<file path="src/rtl/smh_host_fix.sv">
// spare source slot for the host block: no module lives here

</file>
<file path="src/rtl/smh_pkg.sv">
// shared constants and types for the two-wire register-port host
package smh_pkg;
  // system clock rate in kHz (100 MHz)
  localparam int CLK_KHZ = 100000;
  // legal bus clock range and the rate used unless overridden
  localparam int SCL_MAX_KHZ = 400;
  localparam int SCL_MIN_KHZ = 10;
  localparam int SCL_DEF_KHZ = 100;
  // quarter-bit counter width, enough for the slowest legal rate
  localparam int QTR_W = 12;
  // client address of the standard device variant
  localparam logic [6:0] CLIENT_ADDR = 7'h57;
  localparam logic DIR_WRITE = 1'b0;
  localparam logic DIR_READ = 1'b1;
  // bit slot index of the acknowledge after eight data bits
  localparam logic [3:0] ACK_SLOT = 4'h8;
  // quarters of one bit: clock low, low, released, high
  localparam logic [1:0] Q_SETUP = 2'h1;
  localparam logic [1:0] Q_RELEASE = 2'h2;
  localparam logic [1:0] Q_SAMPLE = 2'h3;
  // longest clock-low wait before giving up, in ms and cycles
  localparam int CLK_LOW_MS = 30;
  localparam int CLK_LOW_CYC = CLK_LOW_MS * CLK_KHZ;
  localparam logic [7:0] BYTE_IDLE = 8'hff;

  typedef enum {ST_IDLE, ST_START, ST_BIT, ST_FETCH, ST_STOP} smh_state_t;
  typedef enum {PH_ADDR, PH_PTR, PH_WDATA, PH_RADDR, PH_RDATA} smh_phase_t;
endpackage

</file>
<file path="src/rtl/smh_line_if.sv">
// synchronised bus line levels passed from the sampler to the host core
`timescale 1ns/1ps
interface smh_line_if;
  logic sclLvl;
  logic sdaLvl;
  logic strapLvl;
  logic busBusy;
  modport sync (output sclLvl, output sdaLvl, output strapLvl,
    output busBusy);
  modport host (input sclLvl, input sdaLvl, input strapLvl,
    input busBusy);
endinterface

</file>
<file path="src/rtl/smh_line_sync.sv">
// two-flop synchroniser for the bus pins plus start and stop watch
`timescale 1ns/1ps
module smh_line_sync (
  input wire logic clk,
  input wire logic rst_n,
  input wire logic sclPin,
  input wire logic sdaPin,
  input wire logic strapPin,
  smh_line_if.sync lines
);
  logic [2:0] meta_q;
  logic [2:0] sync_q;
  logic [1:0] prev_q;
  logic busy_q;
  logic startSeen;
  logic stopSeen;

  // first stage feeds only the second; clock and data idle high after reset, strap low
  always_ff @(posedge clk) begin
    if (!rst_n) begin
      meta_q <= 3'h6;
      sync_q <= 3'h6;
    end else begin
      meta_q <= {sclPin, sdaPin, strapPin};
      sync_q <= meta_q;
    end
  end

  // one more stage of the settled levels for edge finding
  always_ff @(posedge clk) begin
    if (!rst_n) begin
      prev_q <= 2'h3;
    end else begin
      prev_q <= sync_q[2:1];
    end
  end

  // data edges while the clock stays high mark start and stop
  assign startSeen = sync_q[2] && prev_q[1] && prev_q[0] && !sync_q[1];
  assign stopSeen = sync_q[2] && prev_q[1] && !prev_q[0] && sync_q[1];

  // bus is busy from a start until a stop, ours or anyone's
  always_ff @(posedge clk) begin
    if (!rst_n) begin
      busy_q <= 1'b0;
    end else if (startSeen) begin
      busy_q <= 1'b1;
    end else if (stopSeen) begin
      busy_q <= 1'b0;
    end
  end

  assign lines.sclLvl = sync_q[2];
  assign lines.sdaLvl = sync_q[1];
  assign lines.strapLvl = sync_q[0];
  assign lines.busBusy = busy_q;
endmodule

</file>
<file path="src/rtl/smh_host.sv">
// two-wire host that reads and writes the power switch byte registers
`timescale 1ns/1ps
// How it works
// RULE1 - start: data falls while clock high
// RULE2 - first byte: seven address bits, direction bit
// RULE3 - device answers only address 57h
// RULE4 - bytes are eight bits, msb first
// RULE5 - device acks each byte it receives
// RULE6 - host acks read bytes except the last
// RULE7 - stop: data rises while clock high
// RULE8 - device never stretches; host tolerates stretching
// RULE9 - device resets after clock low 30 ms
// RULE10 - device resets after lines idle 200 us
// RULE11 - device time-outs disabled until software enables
// RULE12 - bus clock between 10 and 400 kHz
// RULE13 - block transfers carry no byte count
// RULE14 - write: address, pointer, data bytes, stop
// RULE15 - read: pointer, repeated start, data, nack
// RULE16 - block write advances pointer per ack
// RULE17 - block read returns contiguous registers
// RULE18 - pointer wraps from FFh to 00h
// RULE19 - pointer-only write just loads pointer
// RULE20 - read without pointer uses current pointer
// RULE21 - strapped stand-alone device gets no traffic
// RULE22 - device filters lines before edge detection
module smh_host #(
  parameter int SCL_KHZ = smh_pkg::SCL_DEF_KHZ,
  parameter int LOW_TIMEOUT_CYC = smh_pkg::CLK_LOW_CYC,
  parameter int LEN_W = 8,
  parameter logic [6:0] TARGET_ADDR = smh_pkg::CLIENT_ADDR
) (
  input wire logic clk,
  input wire logic rst_n,
  input wire logic cmdValid,
  input wire logic cmdRead,
  input wire logic cmdSetPtr,
  input wire logic [7:0] cmdPtr,
  input wire logic [LEN_W-1:0] cmdLen,
  output logic cmdReady,
  input wire logic [7:0] wrData,
  input wire logic wrValid,
  output logic wrTake,
  output logic [7:0] rdData,
  output logic rdValid,
  output logic done,
  output logic nackErr,
  output logic stuckErr,
  input wire logic busClockPinIn,
  output logic busClockPinOut,
  output logic busClockPinOe,
  input wire logic busDataIn,
  output logic busDataOut,
  output logic busDataOe,
  input wire logic commModeStrapPin
);
  // out-of-range rates are clamped into the legal window
  localparam int RATE = (SCL_KHZ > smh_pkg::SCL_MAX_KHZ) ?
    smh_pkg::SCL_MAX_KHZ : ((SCL_KHZ < smh_pkg::SCL_MIN_KHZ) ?
    smh_pkg::SCL_MIN_KHZ : SCL_KHZ); // RULE12
  // a quarter bit rounds up, so the bus never runs too fast
  localparam int QTR = (smh_pkg::CLK_KHZ + 4 * RATE - 1) / (4 * RATE);
  localparam int WAIT_W = $clog2(LOW_TIMEOUT_CYC + 1);
  localparam int QW = smh_pkg::QTR_W;

  smh_line_if lines ();

  smh_line_sync u_sync (
    .clk(clk),
    .rst_n(rst_n),
    .sclPin(busClockPinIn),
    .sdaPin(busDataIn),
    .strapPin(commModeStrapPin),
    .lines(lines)
  );

  smh_pkg::smh_state_t state_q;
  smh_pkg::smh_phase_t phase_q;
  logic [1:0] qIdx_q;
  logic [QW-1:0] qCnt_q;
  logic [WAIT_W-1:0] waitCnt_q;
  logic [3:0] bitCnt_q;
  logic [7:0] shift_q;
  logic [7:0] ptr_q;
  logic [LEN_W-1:0] len_q;
  logic rd_q;
  logic setPtr_q;
  logic nackFlag_q;
  logic cmdReady_q;
  logic wrTake_q;
  logic [7:0] rdData_q;
  logic rdValid_q;
  logic done_q;
  logic nackErr_q;
  logic stuckErr_q;
  logic busClockOe_q;
  logic busDataOe_q;
  logic drvLvl_q;
  logic active;
  logic stallScl;
  logic tick;
  logic lastQ;
  logic byteEnd;
  logic stuck;
  logic rxByte;
  logic bitDrive;
  logic accept;
  logic sclOePrev_q;
  logic [QW+1:0] sclRun_q;

  assign active = state_q == smh_pkg::ST_START ||
    state_q == smh_pkg::ST_BIT || state_q == smh_pkg::ST_STOP;
  // a released clock held low by the far side freezes the quarter
  assign stallScl = qIdx_q == smh_pkg::Q_RELEASE && !lines.sclLvl; // RULE8
  assign tick = active && !stallScl && qCnt_q == QW'(QTR - 1);
  assign lastQ = tick && qIdx_q == smh_pkg::Q_SAMPLE;
  assign byteEnd = state_q == smh_pkg::ST_BIT && lastQ &&
    bitCnt_q == smh_pkg::ACK_SLOT;
  assign stuck = active && stallScl &&
    waitCnt_q == WAIT_W'(LOW_TIMEOUT_CYC - 1);
  assign rxByte = phase_q == smh_pkg::PH_RDATA;
  assign accept = cmdValid && cmdReady_q;

  // level to put on data in a bit: tx data, or our ack on reads
  always_comb begin
    if (bitCnt_q != smh_pkg::ACK_SLOT) begin
      bitDrive = !rxByte && !shift_q[7]; // RULE4
    end else begin
      bitDrive = rxByte && len_q != LEN_W'(1); // RULE6
    end
  end

  // quarter-bit timebase, held while the clock is being stretched
  always_ff @(posedge clk) begin
    if (!rst_n || !active || stuck) begin
      qCnt_q <= '0;
      qIdx_q <= 2'h0;
    end else if (tick) begin
      qCnt_q <= '0;
      qIdx_q <= qIdx_q + 2'h1;
    end else if (!stallScl) begin
      qCnt_q <= qCnt_q + QW'(1);
    end
  end

  // bounds the stretch wait so a stuck clock cannot hang the host
  always_ff @(posedge clk) begin
    if (!rst_n || !(active && stallScl) || stuck) begin
      waitCnt_q <= '0;
    end else begin
      waitCnt_q <= waitCnt_q + WAIT_W'(1);
    end
  end

  // how long the clock drive has held its level; starts saturated so
  // the idle time before the first frame counts as long enough
  always_ff @(posedge clk) begin
    if (!rst_n) begin
      sclOePrev_q <= 1'b0;
      sclRun_q <= '1;
    end else begin
      sclOePrev_q <= busClockOe_q;
      if (busClockOe_q != sclOePrev_q) begin
        sclRun_q <= (QW+2)'(1);
      end else if (!sclRun_q[QW+1]) begin
        sclRun_q <= sclRun_q + (QW+2)'(1);
      end
    end
  end

  // transaction sequencer: frames, byte phases and acknowledges
  always_ff @(posedge clk) begin
    if (!rst_n || stuck) begin
      state_q <= smh_pkg::ST_IDLE;
      phase_q <= smh_pkg::PH_ADDR;
      bitCnt_q <= 4'h0;
      shift_q <= smh_pkg::BYTE_IDLE;
      ptr_q <= 8'h00;
      len_q <= '0;
      rd_q <= 1'b0;
      setPtr_q <= 1'b0;
      nackFlag_q <= 1'b0;
    end else begin
      case (state_q)
        smh_pkg::ST_IDLE: begin
          if (accept) begin
            state_q <= smh_pkg::ST_START;
            phase_q <= smh_pkg::PH_ADDR;
            rd_q <= cmdRead;
            // a write always carries the pointer byte
            setPtr_q <= cmdSetPtr || !cmdRead;
            ptr_q <= cmdPtr;
            len_q <= (cmdRead && cmdLen == '0) ? LEN_W'(1) : cmdLen;
            nackFlag_q <= 1'b0;
          end
        end
        smh_pkg::ST_START: begin
          if (lastQ) begin
            state_q <= smh_pkg::ST_BIT;
            bitCnt_q <= 4'h0;
            if (phase_q == smh_pkg::PH_PTR) begin
              phase_q <= smh_pkg::PH_RADDR;
              shift_q <= {TARGET_ADDR, smh_pkg::DIR_READ}; // RULE15
            end else begin
              shift_q <= {TARGET_ADDR, rd_q && !setPtr_q}; // RULE2
            end
          end
        end
        smh_pkg::ST_FETCH: begin
          // data follows the pointer directly, no count byte
          if (wrValid) begin
            state_q <= smh_pkg::ST_BIT;
            shift_q <= wrData; // RULE13
            bitCnt_q <= 4'h0;
          end
        end
        smh_pkg::ST_STOP: begin
          if (lastQ) begin
            state_q <= smh_pkg::ST_IDLE;
          end
        end
        smh_pkg::ST_BIT: begin
          if (lastQ && bitCnt_q != smh_pkg::ACK_SLOT) begin
            shift_q <= {shift_q[6:0], lines.sdaLvl}; // RULE4
            bitCnt_q <= bitCnt_q + 4'h1;
          end else if (lastQ) begin
            bitCnt_q <= 4'h0;
            if (!rxByte && lines.sdaLvl) begin
              // no ack from the device: close the frame
              nackFlag_q <= 1'b1; // RULE5
              state_q <= smh_pkg::ST_STOP;
            end else begin
              case (phase_q)
                smh_pkg::PH_ADDR: begin
                  if (rd_q && !setPtr_q) begin
                    phase_q <= smh_pkg::PH_RDATA; // RULE20
                  end else begin
                    phase_q <= smh_pkg::PH_PTR;
                    shift_q <= ptr_q;
                  end
                end
                smh_pkg::PH_PTR: begin
                  if (rd_q) begin
                    state_q <= smh_pkg::ST_START; // RULE15
                  end else if (len_q == '0) begin
                    state_q <= smh_pkg::ST_STOP; // RULE14
                  end else begin
                    phase_q <= smh_pkg::PH_WDATA;
                    state_q <= smh_pkg::ST_FETCH;
                  end
                end
                smh_pkg::PH_WDATA: begin
                  len_q <= len_q - LEN_W'(1);
                  if (len_q == LEN_W'(1)) begin
                    state_q <= smh_pkg::ST_STOP; // RULE14
                  end else begin
                    state_q <= smh_pkg::ST_FETCH;
                  end
                end
                smh_pkg::PH_RADDR: begin
                  phase_q <= smh_pkg::PH_RDATA;
                end
                smh_pkg::PH_RDATA: begin
                  len_q <= len_q - LEN_W'(1);
                  if (len_q == LEN_W'(1)) begin
                    state_q <= smh_pkg::ST_STOP; // RULE6
                  end
                end
                default: begin
                  state_q <= smh_pkg::ST_STOP;
                end
              endcase
            end
          end
        end
        default: begin
          state_q <= smh_pkg::ST_IDLE;
        end
      endcase
    end
  end

  // open-drain drives; data moves in the middle of clock low, except start and stop, which move it while clock is high
  always_ff @(posedge clk) begin
    if (!rst_n || stuck) begin
      busClockOe_q <= 1'b0;
      busDataOe_q <= 1'b0;
    end else begin
      case (state_q)
        smh_pkg::ST_START: begin
          busClockOe_q <= qIdx_q < smh_pkg::Q_RELEASE;
          if (qIdx_q == smh_pkg::Q_SETUP) begin
            busDataOe_q <= 1'b0;
          end else if (qIdx_q == smh_pkg::Q_SAMPLE) begin
            busDataOe_q <= 1'b1; // RULE1
          end
        end
        smh_pkg::ST_BIT: begin
          busClockOe_q <= qIdx_q < smh_pkg::Q_RELEASE;
          if (qIdx_q == smh_pkg::Q_SETUP) begin
            busDataOe_q <= bitDrive;
          end
        end
        smh_pkg::ST_FETCH: begin
          busClockOe_q <= 1'b1;
        end
        smh_pkg::ST_STOP: begin
          busClockOe_q <= qIdx_q < smh_pkg::Q_RELEASE;
          if (qIdx_q == smh_pkg::Q_SETUP) begin
            busDataOe_q <= 1'b1;
          end else if (qIdx_q == smh_pkg::Q_SAMPLE) begin
            busDataOe_q <= 1'b0; // RULE7
          end
        end
        default: begin
          busClockOe_q <= 1'b0;
          busDataOe_q <= 1'b0;
        end
      endcase
    end
  end

  // user-side handshakes; no new command is taken while the device is strapped stand-alone
  always_ff @(posedge clk) begin
    if (!rst_n) begin
      cmdReady_q <= 1'b0;
      wrTake_q <= 1'b0;
      rdValid_q <= 1'b0;
      rdData_q <= 8'h00;
      done_q <= 1'b0;
      nackErr_q <= 1'b0;
      stuckErr_q <= 1'b0;
      drvLvl_q <= 1'b0;
    end else begin
      cmdReady_q <= state_q == smh_pkg::ST_IDLE && !accept &&
        !lines.strapLvl && !lines.busBusy; // RULE21
      wrTake_q <= state_q == smh_pkg::ST_FETCH && wrValid && !stuck;
      rdValid_q <= byteEnd && rxByte;
      if (byteEnd && rxByte) begin
        rdData_q <= shift_q;
      end
      done_q <= (state_q == smh_pkg::ST_STOP && lastQ) || stuck;
      nackErr_q <= state_q == smh_pkg::ST_STOP && lastQ && nackFlag_q;
      stuckErr_q <= stuck;
      drvLvl_q <= 1'b0; // the pins are only ever pulled low
    end
  end

  assign cmdReady = cmdReady_q;
  assign wrTake = wrTake_q;
  assign rdData = rdData_q;
  assign rdValid = rdValid_q;
  assign done = done_q;
  assign nackErr = nackErr_q;
  assign stuckErr = stuckErr_q;
  assign busClockPinOut = drvLvl_q;
  assign busClockPinOe = busClockOe_q;
  assign busDataOut = drvLvl_q;
  assign busDataOe = busDataOe_q;
endmodule

</file>
<file path="config.mk">
export PLATFORM = sky130hd
export DESIGN_NAME = smh_host
export DESIGN_NICKNAME = d
export VERILOG_FILES = /design/src/rtl/smh_host_fix.sv /design/src/rtl/smh_pkg.sv /design/src/rtl/smh_line_if.sv /design/src/rtl/smh_line_sync.sv /design/src/rtl/smh_host.sv
export SDC_FILE = /design/constraint.sdc
export NUM_CORES = 1
export LEC_CHECK = 0
export BUFFER_PORTS_ARGS = -buffer_cell sky130_fd_sc_hd__buf_4
export CAP_MARGIN = 20
export CORE_MARGIN = 1
export CORE_UTILIZATION = 58
export CTS_CLUSTER_SIZE = 12
export DETAILED_ROUTE_END_ITERATION = 7
export GPL_TIMING_DRIVEN = 0
export MAX_ROUTING_LAYER = met4
export PLACE_DENSITY = 0.79
export REMOVE_ABC_BUFFERS = 1
export SLEW_MARGIN = 20
export SYNTH_ARGS = -nofsm -noshare
export SYNTH_HDL_FRONTEND = slang
export SYNTH_SLANG_ARGS = --single-unit
</file>
<file path="constraint.sdc">
create_clock -name clk -period 2.97 [get_ports clk]
set_input_delay 0.4455 -clock clk [delete_from_list [all_inputs] [get_ports clk]]
set_output_delay 0.4455 -clock clk [all_outputs]
set_load 0.1 [all_outputs]
</file>
**Word-level counts from Yosys, hierarchy flattened**

Index checks and enable logic that the tools add are counted.

- Add/sub/neg operators: 5
- Order comparisons: 1
- Equal/unequal tests: 45
- Mux-type cells: 59
- Bitwise logic cells: 1
- Reduce and logical (&&, ||, !) cells: 73

Operators by type and width:

| kind | number |
|---|---|
| 32-bit 2-to-1 mux | 16 |
| 32-bit by 2-bit == test with 1-bit output, second input constant | 6 |
| 32-bit case mux with 3 select lines | 2 |
| 32-bit case mux with 5 select lines | 1 |
| 32-bit by 3-bit == test with 1-bit output, second input constant | 4 |
| 32-bit case mux with 4 select lines | 1 |
| 8-bit 2-to-1 mux | 13 |
| 32-bit zero test | 3 |
| 32-bit by 1-bit == test with 1-bit output, second input constant | 2 |
| 32-bit by 4-bit == test with 1-bit output, second input constant | 2 |
| 1-bit logical AND | 28 |
| 3-bit inequality test, second input constant | 8 |
| 8-bit case mux with 3 select lines | 1 |
| 22-bit by 1-bit adder with 22-bit output, second input constant | 1 |
| 22-bit == test, second input constant | 1 |
| 2-bit inequality test, second input constant | 11 |
| 8-bit zero test | 2 |
| 8-bit case mux with 2 select lines | 1 |
| 1-bit zero test | 15 |
| 1-bit 2-to-1 mux | 13 |
| 12-bit by 1-bit adder with 12-bit output, second input constant | 1 |
| 12-bit by 8-bit == test with 1-bit output, second input constant | 1 |
| 3-bit 2-to-1 mux | 4 |
| 4-bit 2-to-1 mux | 3 |
| 28 further kinds | 44 |

- Flip-flop bits (word level): 156
- Bits of input ports: 33
- Output and inout bits: 18
- Logic and storage cells: 209

**Depth between registers and ports, before layout**

- Depth in word-level cells: 9
- Gate-level depth with buffers: 10

**Hierarchy**

Synthesis repeated with hierarchy kept, for this count alone.

- Cell total of the unflattened synthesis: 569
- Area, all modules: 4882.2 um^2

Modules (own cells, without submodules):

| module | instances | cells each | area an instance (um^2) | seq. area each (um^2) |
|---|---|---|---|---|
| smh_host | 1 | 546 | 4620.7 | 1781.7 |
| smh_line_sync | 1 | 23 | 261.5 | 180.2 |

**Worst setup path before layout**

OpenSTA, ideal clock, no wires.

- Path type: register to register
- Start point: register cmdReady_q (netlist: cmdReady)
- End point: register len_q[0]
- Data arrival time: 2561 ps
- Path slack: 349 ps
- Stages on the path, launching flop included: 7
- Path buffers: 0
- Period minus slack after synthesis: 2621 ps
- Cells stage by stage: dfxtp_1 > nand2_1 > or2_1 > a211oi_1 > a21bo_2 > a2111oi_0 > a31o_1

- Word-level cells in the longest chain between the ends: 3

Ends and longest elaborated chain:

| item | RTL line | RTL |
|---|---|---|
| start, declared | smh_host.sv:88 | `logic cmdReady_q;` |
| start signal, assigned | smh_host.sv:334 | `cmdReady_q <= state_q == smh_pkg::ST_IDLE && !accept &&` |
| 1-bit logical AND | smh_host.sv:121 | `assign accept = cmdValid && cmdReady_q;` |
| 2-bit inequality test (no source line) | - |  |
| 6-bit AND reduction (no source line) | - |  |
| end signal, assigned | smh_host.sv:192 | `len_q <= (cmdRead && cmdLen == '0) ? LEN_W'(1) : cmdLen;` |
| end signal, assigned | smh_host.sv:252 | `len_q <= len_q - LEN_W'(1);` |
| end signal, assigned | smh_host.sv:263 | `len_q <= len_q - LEN_W'(1);` |
| end, declared | smh_host.sv:84 | `logic [LEN_W-1:0] len_q;` |

No other way between the ends.
A chain may end at the register's enable or synchronous reset.

**Worst setup path in the final report**

- Start point: register state_q[2]
- End point: register len_q[0]

- Word-level cells in the longest chain between the ends: 9
- Elaborated cells on any way between the ends: 22
- Classes of those cells: 9 x eq/ne; 1 x mux; 12 x reduce/logical

Ends and longest elaborated chain:

| item | RTL line | RTL |
|---|---|---|
| start, declared | smh_host.sv:76 | `smh_pkg::smh_state_t state_q;` |
| start signal, assigned | smh_host.sv:173 | `state_q <= smh_pkg::ST_IDLE;` |
| start signal, assigned | smh_host.sv:186 | `state_q <= smh_pkg::ST_START;` |
| start signal, assigned | smh_host.sv:198 | `state_q <= smh_pkg::ST_BIT;` |
| 32-bit by 2-bit == test with 1-bit output / 32-bit by 3-bit == test with 1-bit output (equally long branches) | smh_host.sv:110, smh_host.sv:111 |  |
| 1-bit logical OR | smh_host.sv:110 | `assign active = state_q == smh_pkg::ST_START \|\|` |
| 1-bit logical OR | smh_host.sv:111 | `state_q == smh_pkg::ST_BIT \|\| state_q == smh_pkg::ST_STOP;` |
| 1-bit logical AND (2 in a row) | smh_host.sv:114 | `assign tick = active && !stallScl && qCnt_q == QW'(QTR - 1);` |
| 1-bit logical AND | smh_host.sv:115 | `assign lastQ = tick && qIdx_q == smh_pkg::Q_SAMPLE;` |
| 1-bit logical AND | smh_host.sv:222 | `if (lastQ && bitCnt_q != smh_pkg::ACK_SLOT) begin` |
| 2-bit inequality test (no source line) | - |  |
| 6-bit AND reduction (no source line) | - |  |

Parallel ways exist; a longest one is shown, timed or not.

==> impl_results.md <==
- Worst IR Drop VDD: 0.436 mV
- Initial Util: 0.598
- Skew-Pair Late Insertion Delay: 0.38 ns
- 1st-iter DRT viols: 299
- Worst-Margin Slew: 1.04 ns
- Synth cell count leaders: 98 x dfxtp_1, 81 x nor2_1, 57 x nand2_1
- Worst Hold Class: input pin to flop
- Yosys reg bits: 98
- Clock Sinks: 98
- CP required: 3.29 ns
- Unique masters post-synth: 71
- Die area: 0.00885 mm^2
- I/O pin count: between 50 and 60
- Fin. max-slew vios: 0
- Initial antenna violation count: 0
- Most frequent cell after synthesis: dfxtp_1
- Relative slew margins: 0.302
- Clk buf depth: 2
- # rows: 33
- Worst setup path class: flop to flop
- DRT Pass-1 Iters: 5
- Number of remaining DRC errors: 0
- N_diodes: 0
- TritonCTS buffer count: 9
- Global-route wire length before repair: 18800 um
- Hpwl dp: between 7000 and 8000 um
- Yosys top cell area share: 0.399
- CTS Root Cell: clkbuf_8
- Crit share post-route: 0.924
- Placer congestion estimate: 0.912
- Crit. End Element: flop
- Register area share after synthesis: 0.399
- Max-cap violations: 0
- Layout cell share with drive strength beyond 1: 0.146
- Clock transition at path regs: 0.10 ns
- Worst Path Arrival: around 3 ns
- P&R area growth vs syn: 11.7%
- Ranking of synthesized cells by area: dfxtp_1 40%, nor2_1 6.2%, nand2_1 4.4%
- RSZ-0062 raised after global routing: no
- Placed instance area: 0.00528 mm^2
- Largest net degree at the start of global routing: 31
- Fmax: 364 MHz
- Number of global-route vias before repair: 3943
- Yosys warning total: 0
- Asr flop ratio synth: 0
- Wirelength per Cell: 15.7 um
- Final setup vio count: 0
- Number of enable flip-flop cells after synthesis: 0
- Core box area: 0.00822 mm^2
- Mean Syn Cell Area: 8.39 um^2
- Synth area leader: dfxtp_1
- Final worst path period need: 2.75 ns
- Cell area power density: 617 mW/mm^2
- GRT overflow: 0
- Critical path startpoint category: flop
- Die height: between 90 and 100 um
- Post-Syn Area: about 0.0049 mm^2
- CTS tree: built
- Via-to-Cell Ratio: 5.99
- Tot GR Track Use: 0.281
- Final Skew: approximately 0.015 ns
- Final Hold Slack: 0.247 ns
- Drt total wl: ~11000 um
- CP max FO: 16
- Post-route cell area: 0.00549 mm^2
- Setup TNS: 0 ns
- Top FF cell, synth: dfxtp_1
- Mapped Cells: between 500 and 600
- Status: complete, no violations
- Final hold violations: 0
- Vias: 4364
- I/O Buffers: 48
- P_leak: 2.04 nW
- Final #Nets: 662
- CTS H-Tree Depth: 3
- Post-DRT Antenna Nets: 0
- Die width: 94.1 um
[stage by stage]
stage	std cells	util	total power [mW]	setup WS, ns
CTS	727	0.665	3.38	0.0756
global placement	711	0.642	2.53	-0.625
floorplan	558	-	2.29	0.218
detailed placement	711	0.642	2.56	-0.311
global route	729	0.668	3.58	0.00537
finish	729	0.668	3.39	0.224
[cell families (layout without fill, tap and decap cells)]
kind of cell               count (synthesis)  in the layout  synth area share
adders and majority gates                 10             10            0.0255
buffers and inverters                     42             79            0.0379
and+or+nand+nor                          273            273             0.296
other                                      1              2          0.000763
AOI/OAI and AO/OA                        116            116             0.154
DFF                                       98             98             0.399
muxes                                     15             15            0.0311
xor gates and xnor gates                  31             31            0.0552
[area by class of cell]
| type | instances | area (um^2) |
|---|---|---|
| well taps | 105 | 131 |
| repair buffers | 50 | 375 |
| clock inverters | 6 | 47.5 |
| fillers | 724 | 2730 |
| inverters | 13 | 48.8 |
| multi-input cells | 447 | 2790 |
| flip-flops and latches | 98 | 1960 |
| clock buffers | 10 | 138 |
[cells in the final DEF, fill, tap and decap left out, types with 3 or more instances in the layout]
master	n
inv_6	3
nor4b_1	8
and4_1	3
nor2_1	80
mux2i_1	13
and2_1	4
or3_1	9
a41o_1	5
o31ai_1	5
a211oi_1	5
or2_2	4
nand3b_1	5
xor2_1	20
nor2b_1	7
nor4_1	3
clkbuf_8	10
and3_1	5
o21ai_0	29
nand2b_1	14
xnor2_1	11
o31a_1	3
nand4_1	15
nand3_1	19
nand2_1	57
a21oi_1	37
dfxtp_1	96
and3b_1	3
ha_1	10
a21o_1	6
buf_4	50
nor4bb_1	3
nor3_1	14
inv_1	12
[routing by layer]
layer / vias up / share of wire / track usage
met5: - / 0 / -
met4: 0 / 0.027 / 0.124
met3: 25 / 0.056 / 0.0550
met2: 156 / 0.46 / 0.433
met1: 2039 / 0.46 / 0.359
li1: 2144 / - / -
[critical path, stage by stage (launching register included)]
cell,delay [ns]
dfxtp_1,0.58
nor3b_2,0.31
a21o_1,0.49
nand3_1,0.39
a21bo_2,0.37
a2111oi_0,0.41
a31o_1,0.14
[state kept, by name, summed over array words and instances, names as in the netlist, 2 cells and up]
register / count
bitCnt_q: 4
len_q: 8
phase_q: 3
ptr_q: 8
qCnt_q: 12
qIdx_q: 2
rdData: 8
shift_q: 8
state_q: 3
u_sync.meta_q: 3
u_sync.prev_q: 2
u_sync.sync_q: 3
waitCnt_q: 22
[power breakdown]
| group | total [mW] | internal (mW) | switching, mW |
|---|---|---|---|
| logic | 1.01 | 0.374 | 0.635 |
| registers | 1.55 | 1.41 | 0.139 |
| clock network | 0.833 | 0.337 | 0.496 |
| total | 3.39 | 2.12 | 1.27 |
[path summary, 6_finish.rpt]
kind	startpoint	end	slack (ns)	cells after the start
setup / recovery	state_q[2]	len_q[0]	0.22	6
setup reg to reg	state_q[2]	len_q[0]	0.22	6
hold / removal	busClockPinIn	u_sync.meta_q[2]	0.25	2
hold reg to reg	u_sync.sync_q[0]	cmdReady	0.41	1
[timing repair]
| action | 4_1_cts | 5_1_grt |
|---|---|---|
| resized for setup | 2 | 4 |
| hold buffers | 0 | 0 |
| endpoints found under the setup margin | 31 | 23 |
| buffers inserted | 0 | 2 |
No activity file was read; power rests on OpenSTA's default activity.
